--- config.mk ---
export PLATFORM = sky130hd
export DESIGN_NAME = pfsl_top
export DESIGN_NICKNAME = d
export VERILOG_FILES = /design/src/pfsl_pkg.sv /design/src/pfsl_top.sv
export SDC_FILE = /design/constraint.sdc
export NUM_CORES = 1
export LEC_CHECK = 0
export ABC_AREA = 1
export BUFFER_PORTS_ARGS = -buffer_cell sky130_fd_sc_hd__buf_4
export CAP_MARGIN = 20
export CORE_AREA = 2 2 98 100
export DETAILED_ROUTE_END_ITERATION = 10
export DIE_AREA = 0 0 100 102
export GPL_TIMING_DRIVEN = 0
export PLACE_DENSITY = 0.75
export SLEW_MARGIN = 20
export SYNTH_ARGS = -nofsm -noshare
export SYNTH_HDL_FRONTEND = slang
export SYNTH_SLANG_ARGS = --single-unit
--- constraint.sdc ---
create_clock -name CLK -period 2.5 [get_ports CLK]
set_clock_uncertainty 0.1 [all_clocks]
set_input_delay 0.25 -clock CLK [delete_from_list [all_inputs] [get_ports CLK]]
set_output_delay 0.25 -clock CLK [all_outputs]
set_load 0.01 [all_outputs]
--- src/pfsl_pkg.sv ---
// Constants and carrier types for the port function select and latch block
package pfsl_pkg;

    localparam logic [15:0] PFSL_ADDR_ROUTE   = 16'hFF20;
    localparam logic [15:0] PFSL_ADDR_ANALOG  = 16'hFF8F;
    localparam logic [15:0] PFSL_ADDR_SEG_TWO = 16'hFFB5;
    localparam logic [15:0] PFSL_ADDR_SEG_GRP = 16'hFFB6;
    localparam logic [15:0] PFSL_ADDR_PORT    = 16'hFF02;

    localparam logic [7:0]  PFSL_RST_ROUTE    = 8'h00;
    localparam logic [7:0]  PFSL_RST_ANALOG   = 8'h08;
    localparam logic [7:0]  PFSL_RST_SEG      = 8'h00;
    localparam logic [7:0]  PFSL_RST_LATCH    = 8'h00;

    localparam logic [7:0]  PFSL_MASK_ROUTE   = 8'h08;
    localparam logic [7:0]  PFSL_MASK_ANALOG  = 8'h0F;
    localparam logic [7:0]  PFSL_MASK_SEG_GRP = 8'h6D;
    localparam logic [7:0]  PFSL_MASK_ALL     = 8'hFF;

    localparam int          PFSL_TX_ROUTE_BIT = 3;
    localparam logic [3:0]  PFSL_CODE_MAX     = 4'h8;
    localparam int          PFSL_SEG_GRP_N    = 5;
    localparam int          PFSL_GRP_BIT [PFSL_SEG_GRP_N] = '{0, 2, 3, 5, 6};

    typedef enum logic [1:0]
    {
        PFSL_OP_WRITE,
        PFSL_OP_READ,
        PFSL_OP_RMW_AND,
        PFSL_OP_RMW_OR
    } pfsl_op_type;

    typedef struct packed
    {
        logic        req;
        pfsl_op_type op;
        logic        bit_op;
        logic [2:0]  bit_idx;
        logic [15:0] addr;
        logic [7:0]  wdata;
    } pfsl_cpu_type;

    typedef struct packed
    {
        logic [7:0] route;
        logic [3:0] analog_code;
        logic [7:0] seg_two;
        logic [7:0] seg_grp;
        logic [7:0] latch;
        logic [7:0] pin_s1;
        logic [7:0] pin_s2;
        logic [7:0] rdata;
        logic       rvalid;
        logic       wait_req;
        logic       err;
        logic [7:0] pin_out;
        logic [7:0] pin_oe;
        logic [7:0] seg_en;
        logic [7:0] digital;
        logic [4:0] grp_seg;
        logic       shared_out;
    } pfsl_state_type;

endpackage

--- src/pfsl_top.sv ---
// Pin function select registers and group-two port latch logic
`timescale 1ns/1ps
module pfsl_top
    import pfsl_pkg::*;
(
    input  wire logic         CLK,
    input  wire logic         RST,
    input  wire pfsl_cpu_type CPU,
    input  wire logic [7:0]   DIRECTION,
    input  wire logic [7:0]   PIN_IN,
    input  wire logic         CSI_OUT,
    input  wire logic         UART_TX,
    output logic [7:0]        RDATA,
    output logic              RVALID,
    output logic              CPU_WAIT,
    output logic              CODE_ERR,
    output logic [7:0]        PIN_OUT,
    output logic [7:0]        PIN_OE,
    output logic [7:0]        SEG_EN,
    output logic [7:0]        DIGITAL_EN,
    output logic [4:0]        GROUP_SEG_EN,
    output logic              SHARED_PIN_OUT
);

    pfsl_state_type s_q;
    pfsl_state_type s_d;

    // Merge a single-bit request into a full byte image of the old value
    function automatic logic [7:0] merge_bit(
        input logic [7:0] old_val,
        input logic       bit_op,
        input logic [2:0] idx,
        input logic [7:0] wdata
    );
        logic [7:0] v;
        v = wdata;
        if (bit_op)
        begin
            v = old_val;
            v[idx] = wdata[0];
        end
        return v;
    endfunction

    // Apply the operation to the source byte image: the old register value, or the port view for the port address
    function automatic logic [7:0] apply_op(
        input pfsl_op_type op,
        input logic [7:0]  src,
        input logic [7:0]  wdata
    );
        logic [7:0] v;
        v = wdata;
        if (op == PFSL_OP_RMW_AND)
            v = src & wdata;
        else if (op == PFSL_OP_RMW_OR)
            v = src | wdata;
        return v;
    endfunction

    // Thermometer mask: lowest k pins digital
    function automatic logic [7:0] digital_mask(input logic [3:0] k);
        logic [7:0] m;
        m = 8'h00;
        for (int i = 0; i < 8; i++)
            if (4'(i) < k)
                m[i] = 1'b1;
        return m;
    endfunction

    logic [7:0] reg_old;
    logic [7:0] reg_mask;
    logic [7:0] port_view;
    logic [7:0] sel_img;
    logic [7:0] port_img;
    logic [7:0] new_val;
    logic       hit_route;
    logic       hit_analog;
    logic       hit_two;
    logic       hit_grp;
    logic       hit_port;

    always_comb
    begin
        s_d = s_q;
        s_d.rvalid = 1'b0;
        s_d.wait_req = 1'b0;
        s_d.pin_s1 = PIN_IN;
        s_d.pin_s2 = s_q.pin_s1;

        hit_route  = CPU.addr == PFSL_ADDR_ROUTE;
        hit_analog = CPU.addr == PFSL_ADDR_ANALOG;
        hit_two    = CPU.addr == PFSL_ADDR_SEG_TWO;
        hit_grp    = CPU.addr == PFSL_ADDR_SEG_GRP;
        hit_port   = CPU.addr == PFSL_ADDR_PORT;

        reg_old  = 8'h00;
        reg_mask = 8'h00;
        if (hit_route)
        begin
            reg_old  = s_q.route;
            reg_mask = PFSL_MASK_ROUTE;
        end
        else if (hit_analog)
        begin
            reg_old  = {4'h0, s_q.analog_code};
            reg_mask = PFSL_MASK_ANALOG;
        end
        else if (hit_two)
        begin
            reg_old  = s_q.seg_two;
            reg_mask = PFSL_MASK_ALL;
        end
        else if (hit_grp)
        begin
            reg_old  = s_q.seg_grp;
            reg_mask = PFSL_MASK_SEG_GRP;
        end

        // Output pins show the latch, input pins the synchronised level
        port_view = (s_q.latch & ~DIRECTION) | (s_q.pin_s2 & DIRECTION);

        sel_img  = apply_op(CPU.op, reg_old, merge_bit(reg_old, CPU.bit_op, CPU.bit_idx,
                                                       CPU.wdata));
        // Whole byte is rewritten even for a one-bit op, so input-pin latch bits
        // pick up pin levels; mixed ports must expect this
        port_img = apply_op(CPU.op, port_view, merge_bit(port_view, CPU.bit_op, CPU.bit_idx,
                                                         CPU.wdata));
        new_val  = sel_img & reg_mask;

        if (CPU.req)
        begin
            if (CPU.op == PFSL_OP_READ)
            begin
                s_d.rvalid = 1'b1;
                s_d.rdata  = hit_port ? port_view : reg_old & reg_mask;
                if (CPU.bit_op)
                    s_d.rdata = {7'h00, s_d.rdata[CPU.bit_idx]};
            end
            else
            begin
                if (hit_route)
                    s_d.route = new_val;
                if (hit_two)
                    s_d.seg_two = new_val;
                if (hit_grp)
                    s_d.seg_grp = new_val;
                if (hit_analog)
                begin
                    s_d.analog_code = new_val[3:0];
                    s_d.wait_req = 1'b1;
                end
                if (hit_port)
                    s_d.latch = port_img;
                if (CPU.op != PFSL_OP_WRITE)
                begin
                    s_d.rvalid = 1'b1;
                    s_d.rdata  = hit_port ? port_view : reg_old & reg_mask;
                end
            end
        end

        // Prohibited codes treated as all-analog and flagged
        s_d.err     = s_d.analog_code > PFSL_CODE_MAX;
        s_d.digital = s_d.err ? 8'h00 : digital_mask(s_d.analog_code);
        s_d.seg_en  = s_d.seg_two;
        s_d.digital = s_d.digital & ~s_d.seg_two;
        for (int g = 0; g < PFSL_SEG_GRP_N; g++)
            s_d.grp_seg[g] = s_d.seg_grp[PFSL_GRP_BIT[g]];
        // Buffer on only for output-mode digital pins not taken by segments
        s_d.pin_oe  = ~DIRECTION & ~s_d.seg_two & s_d.digital;
        s_d.pin_out = s_d.latch;
        s_d.shared_out = s_d.route[PFSL_TX_ROUTE_BIT] ? UART_TX : CSI_OUT;
    end

    always_ff @(posedge CLK or posedge RST)
    begin
        if (RST)
        begin
            s_q <= '0;
            s_q.route       <= PFSL_RST_ROUTE;
            s_q.seg_two     <= PFSL_RST_SEG;
            s_q.seg_grp     <= PFSL_RST_SEG;
            s_q.analog_code <= PFSL_RST_ANALOG[3:0];
            s_q.digital     <= 8'hFF;
            s_q.latch       <= PFSL_RST_LATCH;
        end
        else
            s_q <= s_d;
    end

    assign RDATA          = s_q.rdata;
    assign RVALID         = s_q.rvalid;
    assign CPU_WAIT       = s_q.wait_req;
    assign CODE_ERR       = s_q.err;
    assign PIN_OUT        = s_q.pin_out;
    assign PIN_OE         = s_q.pin_oe;
    assign SEG_EN         = s_q.seg_en;
    assign DIGITAL_EN     = s_q.digital;
    assign GROUP_SEG_EN   = s_q.grp_seg;
    assign SHARED_PIN_OUT = s_q.shared_out;

endmodule

---- Word-level counts from Yosys, hierarchy flattened ----
Cells that the tools add are included.
storage, ports and cells
  register bits ........................... 80
  latch bits .............................. 0
  bits in writable memories ............... 0
  bits in read-only memories .............. 0
  bits of input ports ..................... 51
  output and inout port bits .............. 49
  word-level logic and storage cells ...... 101
  memories ................................ 0
operators by class
  $add $sub $neg .......................... 0
  multipliers ............................. 0
  divide/modulo/power cells ............... 0
  order comparisons ....................... 11
  eq/ne operators ......................... 8
  shift operators ......................... 0
  mux-type cells .......................... 44
  bitwise logic cells ..................... 15
  reduce and logical (&&, ||, !) cells .... 7
operator list
  cell                                                                                 count
  8-bit two-way mux                                                                    19
  16-bit equality test, second input constant                                          5
  8-bit bitwise AND                                                                    9
  32-bit two-way mux                                                                   2
  8-bit OR                                                                             3
  9-bit two-way mux                                                                    2
  8-bit bitwise mux                                                                    2
  3-bit by 4-bit < comparator with 1-bit output, first input constant                  4
  8-bit NOT                                                                            2
  1-bit two-way mux                                                                    13
  3-bit AND reduction                                                                  3
  1-bit by 4-bit < comparator with 1-bit output, first input constant                  2
  2-bit by 4-bit < comparator with 1-bit output, first input constant                  2
  4-bit two-way mux                                                                    2
  7-bit two-way mux                                                                    1
  2-bit equality test, second input constant                                           2
  4-bit greater-than comparator, second input constant                                 1
  3-bit by 4-bit < comparator with 1-bit output, second input constant                 1
  2-bit nonzero test                                                                   2
  1-bit binary-select mux with 3-bit select                                            1
  1-bit demux with 3-bit select                                                        1
  3-bit by 1-bit greater-or-equal comparator with 1-bit output, second input constant  1
  2-bit by 1-bit equality test with 1-bit output, second input constant                1
  2-bit two-way mux                                                                    1
  other kinds (3)                                                                      3

---- Logic depth before layout (Yosys ltp) ----
Gate-level depths: netlist of run 1.
  depth after elaboration ................. 19
  depth in mapped cells ................... 21
  gate-level depth less buffers ........... 20

---- Worst setup path after synthesis of run 1 ----
No wires, ideal clock.
  kind .................................... input to register
  start ................................... input CPU[17] in the netlist's numbering
  end ..................................... register s_q, in the netlist PIN_OUT[2]
  library setup time ...................... 0.130 ns
  arrival ................................. 1.668 ns
  required time ........................... 2.270 ns
  setup slack ............................. 0.602 ns
  cell stages on the path ................. 10
  path buffers ............................ 1
  path through ............................ nand2_1 -> nor2_1 -> nand2_2 -> inv_2 -> buf_6 -> nand2_1 -> nor2_1 -> clkinv_1 -> a221oi_1 -> a21oi_1
on the way
  longest elaborated chain between the ends .. 2
ends and longest elaborated chain
  element                               RTL line        RTL
  start: declaration                    pfsl_top.sv:8   input wire pfsl_cpu_type CPU,
  16-bit equality test                  pfsl_top.sv:94  hit_port = CPU.addr == PFSL_ADDR_PORT;
  3-bit AND reduction (no source line)  -
  end: declaration                      pfsl_top.sv:25  pfsl_state_type s_q;
No other way between the ends.
A chain may end at the register's enable or synchronous reset.

---- Worst setup path after layout of run 1 ----
Same ends and word-level chain as after synthesis.

==> metrics.cfg, run 1 <==
[grt]
grt_pass1_vias = 3860
grt_pass1_wl_um = 19020
grtUsageTotal_pct = 24.31
grt_overflow = 0
antenna_found_initial = 0
grt_max_degree = 45

[critical_path]
crit_arrival_ns = 2.41
crit_slowest_cell = nor2_1
cpLargestDelayFamily = simple AND/OR/NAND/NOR gates
slowest_delay_ns = 0.51
critPathCaptureType = flop
path_class = in -> reg
critPathLaunchType = input pin
required_ns = 2.64
cp_max_fo = 10
crit_path_cell_trace = buf_4, nand2_1, nor2_1, nand2_2, inv_2, buf_6, nand2_1, nor2_1, clkinv_1, a221oi_1, a21oi_1
cp_num_buf_inv = 4

[routing]
first_pass_iters = 5
totalWireLength_um = 11750
post-route-drc-count = 0
wire_per_inst_um = 14.76
drtIter0Drc = 236
ant_nets = 0
vias_per_cell = 4.932
vias = 3926

[synthesis]
synth.area.top_cells = dfrtp_1 (41%), nand2_1 (12%), buf_4 (7.9%)
ys_top_cells_by_count = nand2_1 (137), inv_1 (78), dfrtp_1 (71)
yosys.area.top_type = dfrtp_1
async_flop_share_pct = 100.0
syn_area_sq_um = 4360
syn_inst = 551
ys_types = 40
yosysTopAreaCellShare_pct = 40.75
ys.warnings.count = 0
ys_ff_latch = 80
synth_nets = 602
synthFlopType = dfrtp_1
yosysMostFrequentCell = nand2_1
avgSynthCellArea_sq_um = 7.914
yosysSeqAreaShare_pct = 46.17
synth_edf_count = 0

[layout]
diodes = 0
drive_above_1_share_pct = 30.36
layout.nets = 731
fin_area_sq_um = 5654
regArea_sq_um = 2013
multi_input_area_sq_um = 1653
fill_cells = 823
areaGrowthSynthToFinish_pct = 29.67

[clock_network]
cts-root-buf = clkbuf_8
cts_tree = done
clockBufferDepth = 2
cts.sinks = 80
cts_buffers = 9
cts_setup_buffers = 0
clkSlewWorstSetupHoldPaths_ns = 0.09
cts_htree_levels = 3
clock_latency_ns = 0.36

[status]
status = complete, no violations

[timing]
finalHoldViolCount = 0
finalSetupViolCount = 0
fin_ws_ns = 0.2285
post-route-min-period_ns = 2.271
rsz0062_at_grt = no
max_slew.worst_pin.slew_ns = 0.5844
slew_viol_final = 0
finalSetupTns_ns = 0
period_share_pct = 90.86
slew-limit-headroom_pct = 60.90
timing.fmax_ghz = 0.4402

[placed_design]
dp_hpwl_um = 9332
routabilityCongestion = 0.8868
port_buffers = 98
place_area_sq_um = 5258
place_ws_ns = -0.07456

[die]
rows = 35
io_pins = 100
fp.dieArea_sq_um = 10200
fp.dieW_um = 100
die_h_um = 102
start_util_pct = 47.87
core_sq_um = 9109

[power_and_ir_drop]
p_int_w = 0.001906
p_comb_share_pct = 9.9
power.share.sequential_pct = 51.3
p_per_area_nw_per_um2 = 454.7
p_sw_share_pct = 25.86
total_power_w = 0.002571
ir_worst_vdd_mv = 0.2778
clkPwrFrac_pct = 38.8
p_leak_nw = 3.160
p_switching_w = 0.0006648

[worst_hold_path]
hp-class = in -> reg

[flow_run]
cap_violations = 0

[worst register-to-register path, cell delays in order, from the launching register on]
cell and delay (ns):
dfrtp_1 0.44, inv_1 0.10, o22ai_1 0.09, o21ai_1 0.17, nand2_1 0.11, o21ai_1 0.23, inv_1 0.08, nand2_1 0.07
nand2_1 0.04, dlygate4sd3_1 0.55
[layer usage]
layer / GRT usage [%] / up-vias / share of wire, %
met5: 0 / - / 0
met4: 8.535 / 0 / 2.2
met3: 3.694 / 22 / 5.5
met2: 40.12 / 131 / 48
met1: 33.00 / 1819 / 44
li1: - / 1954 / -
[final cells by class]
class                   count  area share (%)
plain buffers              51           6.639
multi-input cells         335           29.23
repair buffers            118           16.73
inverters                  85           5.687
clock buffers               9           2.191
clock inverters             7           1.461
flip-flops and latches     80           35.61
well taps                 111           2.456
[layout by cell type, fill, tap and decap left out, types with 2 or more instances in the layout]
master | Yosys | routed
a22oi_1 | 3 | 3
nand3b_1 | 4 | 4
nand4_1 | 4 | 4
nand3_2 | 3 | 3
dlygate4sd3_1 | 0 | 19
o211ai_1 | 5 | 5
a22o_1 | 7 | 7
dfstp_2 | 9 | 9
mux2i_1 | 3 | 3
o22ai_1 | 2 | 2
nand2_1 | 137 | 137
a21oi_1 | 15 | 15
dfrtp_1 | 71 | 71
nand3_1 | 33 | 33
o21a_1 | 2 | 2
inv_6 | 0 | 3
inv_2 | 4 | 4
o21ai_0 | 31 | 30
o21ai_1 | 2 | 3
buf_2 | 3 | 3
clkinvlp_4 | 0 | 2
nor3_1 | 8 | 8
or2_2 | 4 | 4
inv_1 | 78 | 77
clkinv_1 | 3 | 3
buf_4 | 46 | 144
nor2_2 | 5 | 5
nor2_1 | 43 | 43
nand2_4 | 2 | 2
nand2_2 | 8 | 8
nor2_4 | 4 | 4
clkbuf_8 | 0 | 9
[through the flow]
step	cells	utilization (%)	hold slack, ns
3_3_place_gp	760	57.47	0.2328
6_report	796	62.07	0.07921
4_1_cts	796	62.07	0.06190
2_1_floorplan	551	-	0.1814
3_5_place_dp	761	57.72	0.2115
5_1_grt	796	62.07	0.07136
[logic make-up (layout without fill, tap and decap cells)]
kind of cell           after synthesis  after routing  synth area share, %
AO/OA/AOI/OAI                       75             75                10.53
buffers and inverters              136            270                15.93
flip-flops                          80             80                46.17
multiplexers                         4              4               0.9469
AND/OR/NAND/NOR                    256            256                26.43
[worst paths after layout]
path | from | to | slack, ns | depth (start not counted)
worst max-delay path | CPU[17] | PIN_OUT[2] | 0.23 | 11
worst min-delay path | CPU[30] | RVALID | 0.08 | 3
worst max register to register | SEG_EN[3] | SHARED_PIN_OUT | 0.41 | 9
worst min register to register | s_d[52] | s_q[52] | 0.25 | 0
max in group asynchronous | RST | DIGITAL_EN[3] | 1.28 | 4
min in group asynchronous | RST | s_d[55] | 0.37 | 3
[sequential cells by signal, indices dropped and copies added (netlist names)]
register	flops
RVALID	1
s_q	28
CODE_ERR	1
PIN_OE	8
SHARED_PIN_OUT	1
DIGITAL_EN	8
RDATA	8
CPU_WAIT	1
SEG_EN	8
s_d	8
PIN_OUT	8
[power by group through the flow]
stage	Clock [W]	Sequential, W	Combinational, W
4_1_cts	0.00102	0.00132	0.000255
3_3_place_gp	0	0.00134	0.000222
5_1_grt	0.00108	0.00132	0.000283
3_5_place_dp	0	0.00134	0.000230
6_report	0.000998	0.00132	0.000255
2_1_floorplan	0	0.00134	0.000114
[timing repair]
| item | in CTS | in global routing |
|---|---|---|
| endpoints found under the setup margin | 0 | 1 |
| endpoints found under the hold margin | 52 | 0 |
| hold buffers | 19 | 0 |
| resized for setup | 0 | 1 |
Note: power is estimated with default switching activity, not from simulation.
==> inputs of run 2 (changes only) <==
--- a/config.mk
+++ b/config.mk
@@ -8,11 +8,13 @@
 export ABC_AREA = 1
 export BUFFER_PORTS_ARGS = -buffer_cell sky130_fd_sc_hd__buf_4
 export CAP_MARGIN = 20
-export CORE_AREA = 2 2 98 100
+export CELL_PAD_IN_SITES_DETAIL_PLACEMENT = 0
+export CELL_PAD_IN_SITES_GLOBAL_PLACEMENT = 1
+export CORE_AREA = 2 2 109 111
 export DETAILED_ROUTE_END_ITERATION = 10
-export DIE_AREA = 0 0 100 102
+export DIE_AREA = 0 0 111 113
 export GPL_TIMING_DRIVEN = 0
-export PLACE_DENSITY = 0.75
+export PLACE_DENSITY_LB_ADDON = 0.3
 export SLEW_MARGIN = 20
 export SYNTH_ARGS = -nofsm -noshare
 export SYNTH_HDL_FRONTEND = slang
==> constraint.sdc (replaced) <==
create_clock -name CLK -period 2.1 [get_ports CLK]
set_clock_uncertainty 0.1 [all_clocks]
set_input_delay 0.21 -clock CLK [delete_from_list [all_inputs] [get_ports CLK]]
set_output_delay 0.21 -clock CLK [all_outputs]
set_load 0.01 [all_outputs]
==> run 2 against run 1 <==
Against the previous run:
- largest power group unchanged
- highest routed layer unchanged
- register-to-register slack got worse by 0.22 ns
- die area increased by 23%
- non-clock buffer count increased by 11
- clock-buffer cell count increased by 1
- cell count grew 5.4%
- global-route usage shrank 4.7 points
- cell area rose by 4.4%
- worst hold slack got worse by 0.021 ns
- sequential cell count did not move
- sequential power grew 19%
- combinational power is 23% higher
- sequential share of layout area is 1.5 points lower
==> metrics.cfg, run 2 (synthesis results as in run 1) <==
[critical_path]
crit_arrival_ns = 2.10  ; -0.31 ns
required_ns = 2.26  ; -0.38 ns
crit_path_cell_trace = buf_4, nand2_1, nor2_1, nand2_2, buf_4, nor2_2, nor2_1, inv_1, a21oi_1, o21ai_0, nand2_1, nand2_1, o21ai_0, nand2_1, nand2_1, a21oi_1
critPathCaptureType = flop
cp_max_fo = 4  ; -6
critPathLaunchType = input pin
crit_slowest_cell = o21ai_0
worst-path-stages = 16  ; +5
cp_num_buf_inv = 3  ; -1
path_class = in -> reg
slowest_delay_ns = 0.40  ; -0.11 ns
crit_path_frequent_cell = nand2_1
r2r_cells = 15  ; +6
cpLargestDelayFamily = simple AND/OR/NAND/NOR gates

[timing]
slew-limit-headroom_pct = 59.99  ; -0.91 points
finalSetupViolCount = 0  ; unchanged
period_share_pct = 92.62
whs_ns = 0.05813  ; -0.02108 ns
slew_viol_final = 0  ; unchanged
rsz0062_at_grt = yes
finalHoldViolCount = 0  ; unchanged
finalSetupTns_ns = 0  ; unchanged
max_slew.worst_pin.slew_ns = 0.6001  ; +0.01575 ns
timing.fmax_ghz = 0.5141
post-route-min-period_ns = 1.945

[status]
status = complete, no violations

[routing]
ant_nets = 0  ; unchanged
met2_length_um = 5784  ; +2.5%
dr_wl_met3_um = 590  ; -8.5%
wl_met1_um = 5604  ; +7.7%
post-route-drc-count = 0  ; unchanged
vias_per_cell = 4.725  ; -4.2%
wire_per_inst_um = 14.50  ; -1.7%
vias = 3964  ; +0.97%
totalWireLength_um = 12170  ; +3.6%
top_layer = met4
first_pass_iters = 4  ; -1
drtIter0Drc = 233  ; -1.3%

[layout]
fin_area_sq_um = 5902  ; +4.4%
areaGrowthSynthToFinish_pct = 35.35
diodes = 0  ; unchanged
layout.nets = 742  ; +1.5%
regMostFlops = s_q
final_cell_mix = buf_4 (154), nand2_1 (131), inv_1 (74)
largest_register_ffs = 28  ; unchanged
final_common_cell = buf_4
fill_cells = 1104  ; +34%
drive_above_1_share_pct = 33.48  ; +3.1 points
postLayoutCoreUtil_pct = 52.36  ; -9.7 points

[die]
core_sq_um = 11270  ; +24%
fp.dieArea_sq_um = 12540  ; +23%
start_util_pct = 38.68  ; -9.2 points
fp.dieW_um = 111  ; +11%
die_h_um = 113  ; +11%
rows = 39  ; +11%
io_pins = 100  ; unchanged

[power_and_ir_drop]
p_leak_nw = 3.260  ; +3.1%
p_per_area_nw_per_um2 = 559.4  ; +23%
ir_worst_vdd_mv = 0.4498  ; +62%

[worst_hold_path]
hold_path_depth = 3  ; unchanged
hp-class = in -> reg

[clock_network]
cts_tree = done
cts-root-buf = clkbuf_16
cts_buffers = 9  ; unchanged
cts.sinks = 80  ; unchanged
clock_latency_ns = 0.33  ; -0.03 ns
clockBufferDepth = 2  ; unchanged
cts_htree_levels = 3  ; unchanged
clkSlewWorstSetupHoldPaths_ns = 0.06  ; -0.03 ns

[placed_design]
port_buffers = 98  ; unchanged
dp_hpwl_um = 9363  ; +0.33%
place_area_sq_um = 5319  ; +1.2%
routabilityCongestion = 0.9060  ; +2.2%

[grt]
antenna_found_initial = 0  ; unchanged
grt_overflow = 0  ; unchanged
grt_max_degree = 37  ; -18%
grt_pass1_vias = 3904  ; +1.1%
grtUsageTotal_pct = 19.61  ; -4.7 points
grt_pass1_wl_um = 19490  ; +2.5%

[flow_run]
cap_violations = 0  ; unchanged

-- run 2: cell count changes in the layout (fill, tap and decap cells not counted), sizes merged --
cell	change
clkbuf	+2
buf	+10
clkinv	+5
bufinv	-1
inv	-5
-- run 2: metrics by stage --
step	worst slack (ns)	power, W	instances
finish	0.1550	0.003302	839
global route	-0.05598	0.003432	839
CTS	0.01481	0.003330	829
detailed placement	-0.7104	0.001881	794
global placement	-0.7266	0.001869	792
floorplan	0.2418	0.001732	551
-- run 2: timing repair --
| item | 4_1_cts | 5_1_grt |
|---|---|---|
| hold buffers | 19 | 0 |
| setup endpoints to repair | 7 | 18 |
| cloned | 0 | 0 |
| gates resized for setup | 2 | 20 |
| endpoints found under the hold margin | 29 | 0 |
| pin swaps | 0 | 12 |
| setup buffers | 0 | 10 |
-- run 2: worst min-delay path: cells and delay by family --
family,cells,cell delay (ns)
buffers and inverters,2,0.16
AO/OA/AOI/OAI,1,0.07
-- run 2: final cells by class --
type,instances,area (sq um),share of cell area [%]
Sequential cell,80,2013,34.11
Multi-Input combinational cell,335,1695,28.73
Timing Repair Buffer,129,1041,17.64
Buffer,51,381.6,6.466
Inverter,85,326.6,5.533
Clock buffer,10,229.0,3.880
Tap cell,143,178.9,3.032
Clock inverter,6,36.28,0.6148
-- run 2: where the power goes --
part | total, W | internal (W) | switching [W] | leakage [nW]
sequential | 0.00157 | 0.00156 | 0.00000693 | 0.977
combinational | 0.000314 | 0.000143 | 0.000170 | 2.15
clock | 0.00142 | 0.000794 | 0.000623 | 0.132
-- run 2: final timing paths --
check                           startpoint          to  slack, ns
worst min register to register     s_d[55]     s_q[55]       0.25
worst max-delay path               CPU[19]    RDATA[0]       0.16
worst max register to register   SEG_EN[0]   PIN_OE[1]       0.19
worst min-delay path               CPU[30]      RVALID       0.06
max in group asynchronous              RST     s_q[92]       1.05
min in group asynchronous              RST  PIN_OUT[1]       0.31
-- run 2: per-layer routing --
metal | up-vias | track usage [%]
li1 | 1981 | -
met1 | 1869 | 26.45
met2 | 102 | 32.35
met3 | 12 | 3.321
met4 | 0 | 6.583
met5 | - | 0
==> inputs of run 3 (changes only) <==
--- a/config.mk
+++ b/config.mk
@@ -5,14 +5,13 @@
 export SDC_FILE = /design/constraint.sdc
 export NUM_CORES = 1
 export LEC_CHECK = 0
-export ABC_AREA = 1
 export BUFFER_PORTS_ARGS = -buffer_cell sky130_fd_sc_hd__buf_4
 export CAP_MARGIN = 20
 export CELL_PAD_IN_SITES_DETAIL_PLACEMENT = 0
 export CELL_PAD_IN_SITES_GLOBAL_PLACEMENT = 1
-export CORE_AREA = 2 2 109 111
+export CORE_AREA = 2 2 106 108
 export DETAILED_ROUTE_END_ITERATION = 10
-export DIE_AREA = 0 0 111 113
+export DIE_AREA = 0 0 108 110
 export GPL_TIMING_DRIVEN = 0
 export PLACE_DENSITY_LB_ADDON = 0.3
 export SLEW_MARGIN = 20
==> run 3 against run 2 <==
Against the previous run:
- largest cell class is now multi-input gates
- clock-buffer cell count decreased by 1
- sequential cell count unchanged
- worst setup slack got worse by 0.43 ns
- global-route usage increased by 2.5 points
- die area decreased by 5.3%
- synthesized cell count decreased by 22%
- critical endpoint is now PIN_OE[1]
- cell count decreased by 14%
- routed wire length increased by 6.9%
- the flow now finishes with violations (setup timing)
==> metrics.cfg, run 3 <==
[routing]
post-route-drc-count = 0  ; unchanged
drtIter0Drc = 265  ; +14%
vias_per_cell = 5.396  ; +14%
ant_nets = 0  ; unchanged
wire_per_inst_um = 17.94  ; +24%
vias = 3912  ; -1.3%
first_pass_iters = 4  ; unchanged
totalWireLength_um = 13010  ; +6.9%

[synthesis]
synth_nets = 481  ; -20%
synth.area.top_cells = dfrtp_1 (41%), buf_4 (8.0%), dfstp_2 (5.5%)
ys.warnings.count = 0  ; unchanged
yosysMostFrequentCell = dfrtp_1
synth_edf_count = 0  ; unchanged
yosys.area.top_type = dfrtp_1
synthFlopType = dfrtp_1
avgSynthCellArea_sq_um = 10.05  ; +27%
async_flop_share_pct = 100.0  ; unchanged
ys_ff_latch = 80  ; unchanged
ys_types = 71  ; +78%
yosysTopAreaCellShare_pct = 41.12  ; +0.38 points
syn_inst = 430  ; -22%
ys_top_cells_by_count = dfrtp_1 (71), buf_4 (46), nand2_1 (39)
syn_area_sq_um = 4320  ; -0.92%
yosysSeqAreaShare_pct = 46.60  ; +0.43 points

[power_and_ir_drop]
p_comb_share_pct = 12.2  ; +2.7 points
ir_worst_vdd_mv = 0.4487  ; -0.23%
p_sw_share_pct = 25.60  ; +1.3 points
p_int_w = 0.002423  ; -3.1%
clkPwrFrac_pct = 39.7  ; -3.2 points
total_power_w = 0.003257  ; -1.4%
p_leak_nw = 2.874  ; -12%
p_per_area_nw_per_um2 = 530.8  ; -5.1%
p_switching_w = 0.0008335  ; +4.1%
power.share.sequential_pct = 48.1  ; +0.5 points

[timing]
finalSetupViolCount = 16  ; +16
whs_ns = 0.1067  ; +0.04854 ns
post-route-min-period_ns = 2.376  ; +0.4308 ns
max_slew.worst_pin.slew_ns = 0.6532  ; +0.05306 ns
rsz0062_at_grt = yes
fin_ws_ns = -0.2757  ; -0.4308 ns
period_share_pct = 113.1  ; +21 points
finalHoldViolCount = 0  ; unchanged
slew-limit-headroom_pct = 56.16  ; -3.8 points
timing.fmax_ghz = 0.4209  ; -18%
slew_viol_final = 0  ; unchanged

[die]
fp.dieW_um = 108  ; -2.7%
die_h_um = 110  ; -2.7%
io_pins = 100  ; unchanged
fp.dieArea_sq_um = 11880  ; -5.3%
core_sq_um = 10700  ; -5.1%
start_util_pct = 40.39  ; +1.7 points
rows = 38  ; -2.6%

[layout]
areaGrowthSynthToFinish_pct = 41.99
final_cell_mix = buf_4 (163), dfrtp_1 (71), nand2_1 (38)
layout.cells.non_filler = 725  ; -14%
diodes = 0  ; unchanged
drive_above_1_share_pct = 44.44  ; +11 points
layout.nets = 631  ; -15%
largest_register_ffs = 28  ; unchanged
final_common_cell = buf_4
regMostFlops = s_q

[clock_network]
clkSlewWorstSetupHoldPaths_ns = 0.09  ; +0.03 ns
cts_tree = done
cts_buffers = 9  ; unchanged
cts.sinks = 80  ; unchanged
cts-root-buf = clkbuf_8
clockBufferDepth = 2  ; unchanged
cts_htree_levels = 3  ; unchanged
clock_latency_ns = 0.36  ; +0.03 ns

[placed_design]
dp_hpwl_um = 9369  ; about the same
placedCellCount = 669  ; -16%
port_buffers = 97  ; -1.0%
place_ws_ns = -1.197  ; -0.4865 ns
routabilityCongestion = 0.9017  ; -0.47%

[grt]
grt_busiest_layer = met2
grtUsageTotal_pct = 22.14  ; +2.5 points
use_met3_pct = 4.703  ; +1.4 points
gr-usage-met1_pct = 29.98  ; +3.5 points
grt_overflow = 0  ; unchanged
grt_util_met2_pct = 35.85  ; +3.5 points
antenna_found_initial = 0  ; unchanged
grt_pass1_wl_um = 19730  ; +1.2%
grt_max_degree = 34  ; -8.1%
grt_pass1_vias = 3734  ; -4.4%

[status]
violations = setup timing
status = finished, violations left

[flow_run]
cap_violations = 0  ; unchanged

[critical_path]
critPathLaunchType = flop
critPathCaptureType = flop
required_ns = 2.28  ; +0.02 ns
path_class = reg -> reg
crit_arrival_ns = 2.55  ; +0.45 ns
r2r_cells = 8  ; -7
cp_max_fo = 8  ; +4

[worst_hold_path]
hold_path_depth = 4  ; +1
hp-class = in -> reg

## run 3: cell count changes after synthesis, moves of 10 or more
cell,previous run,this run
nand2_1,137,39
nor2_1,43,15
mux2_2,1,11
a211oi_1,0,10
inv_1,78,11
nand3_1,33,7
and2_1,0,15
## run 3: worst max-delay path: stages, from the launching register on
cell	delay (ns)
dfrtp_1	0.42
nand3b_1	0.12
o22a_1	0.19
a2bb2oi_2	0.17
o21ai_2	0.09
mux2_4	0.29
or4_4	0.58
buf_8	0.18
a211oi_2	0.16
## run 3: layout make-up
type                       instances  area, sq um
multi-input combinational        278         2076
inverter                          12        48.80
tap                              140        175.2
clock buffer                       9        123.9
buffer                            59        435.4
timing repair buffer             140         1161
fill                             964         4563
sequential                        80         2013
clock inverter                     7        101.3
## run 3: per-layer routing
layer | vias to the layer above | routed length (um) | share of wire (%)
met5 | - | 0 | 0
met4 | 0 | 239 | 1.8
met3 | 16 | 724 | 5.6
met2 | 124 | 6219 | 48
met1 | 1943 | 5824 | 45
li1 | 1829 | - | -
## run 3: metrics by stage
| step | utilization [%] | TNS, ns | cell area (sq um) |
|---|---|---|---|
| 3_5_place_dp | 49.65 | -24.56 | 5311 |
| 4_1_cts | 55.91 | -2.657 | 5981 |
| 3_3_place_gp | 49.15 | -31.12 | 5258 |
| 2_1_floorplan | - | -4.511 | 4354 |
| 6_report | 57.35 | -3.606 | 6135 |
| 5_1_grt | 57.35 | -4.638 | 6135 |
## run 3: what timing repair did
item | in CTS | in global routing
hold endpoints to repair | 36 | 0
pin swaps | 10 | 8
setup endpoints to repair | 18 | 20
hold buffers | 19 | 0
resized for setup | 25 | 24
cloned | 0 | 1
buffers inserted | 17 | 4
## run 3: logic make-up (layout without fill, tap and decap cells)
family | count (synthesis) | in the layout | synth area share, %
simple gates | 144 | 144 | 20.36
buf+inv | 72 | 227 | 10.60
mux | 15 | 15 | 3.910
flops | 80 | 80 | 46.60
compound gates | 119 | 119 | 18.53
## run 3: final timing paths
check | start | endpoint | slack [ns]
min in group asynchronous | RST | PIN_OE[1] | 0.37
worst min-delay path | CPU[30] | RDATA[0] | 0.11
worst min register to register | s_d[50] | s_q[50] | 0.25
max in group asynchronous | RST | RDATA[5] | 0.79
worst max-delay path | s_q[90] | PIN_OE[1] | -0.28
worst max register to register | s_q[90] | PIN_OE[1] | -0.28
## run 3: power by group through the flow
| stage | Clock, W | Combinational, W | Sequential (W) |
|---|---|---|---|
| final | 0.00129 | 0.000398 | 0.00157 |
| after global routing | 0.00139 | 0.000431 | 0.00157 |
| after CTS | 0.00132 | 0.000386 | 0.00157 |
| after detailed placement | 0 | 0.000331 | 0.00160 |
| after global placement | 0 | 0.000317 | 0.00160 |
| after floorplan | 0 | 0.000160 | 0.00160 |
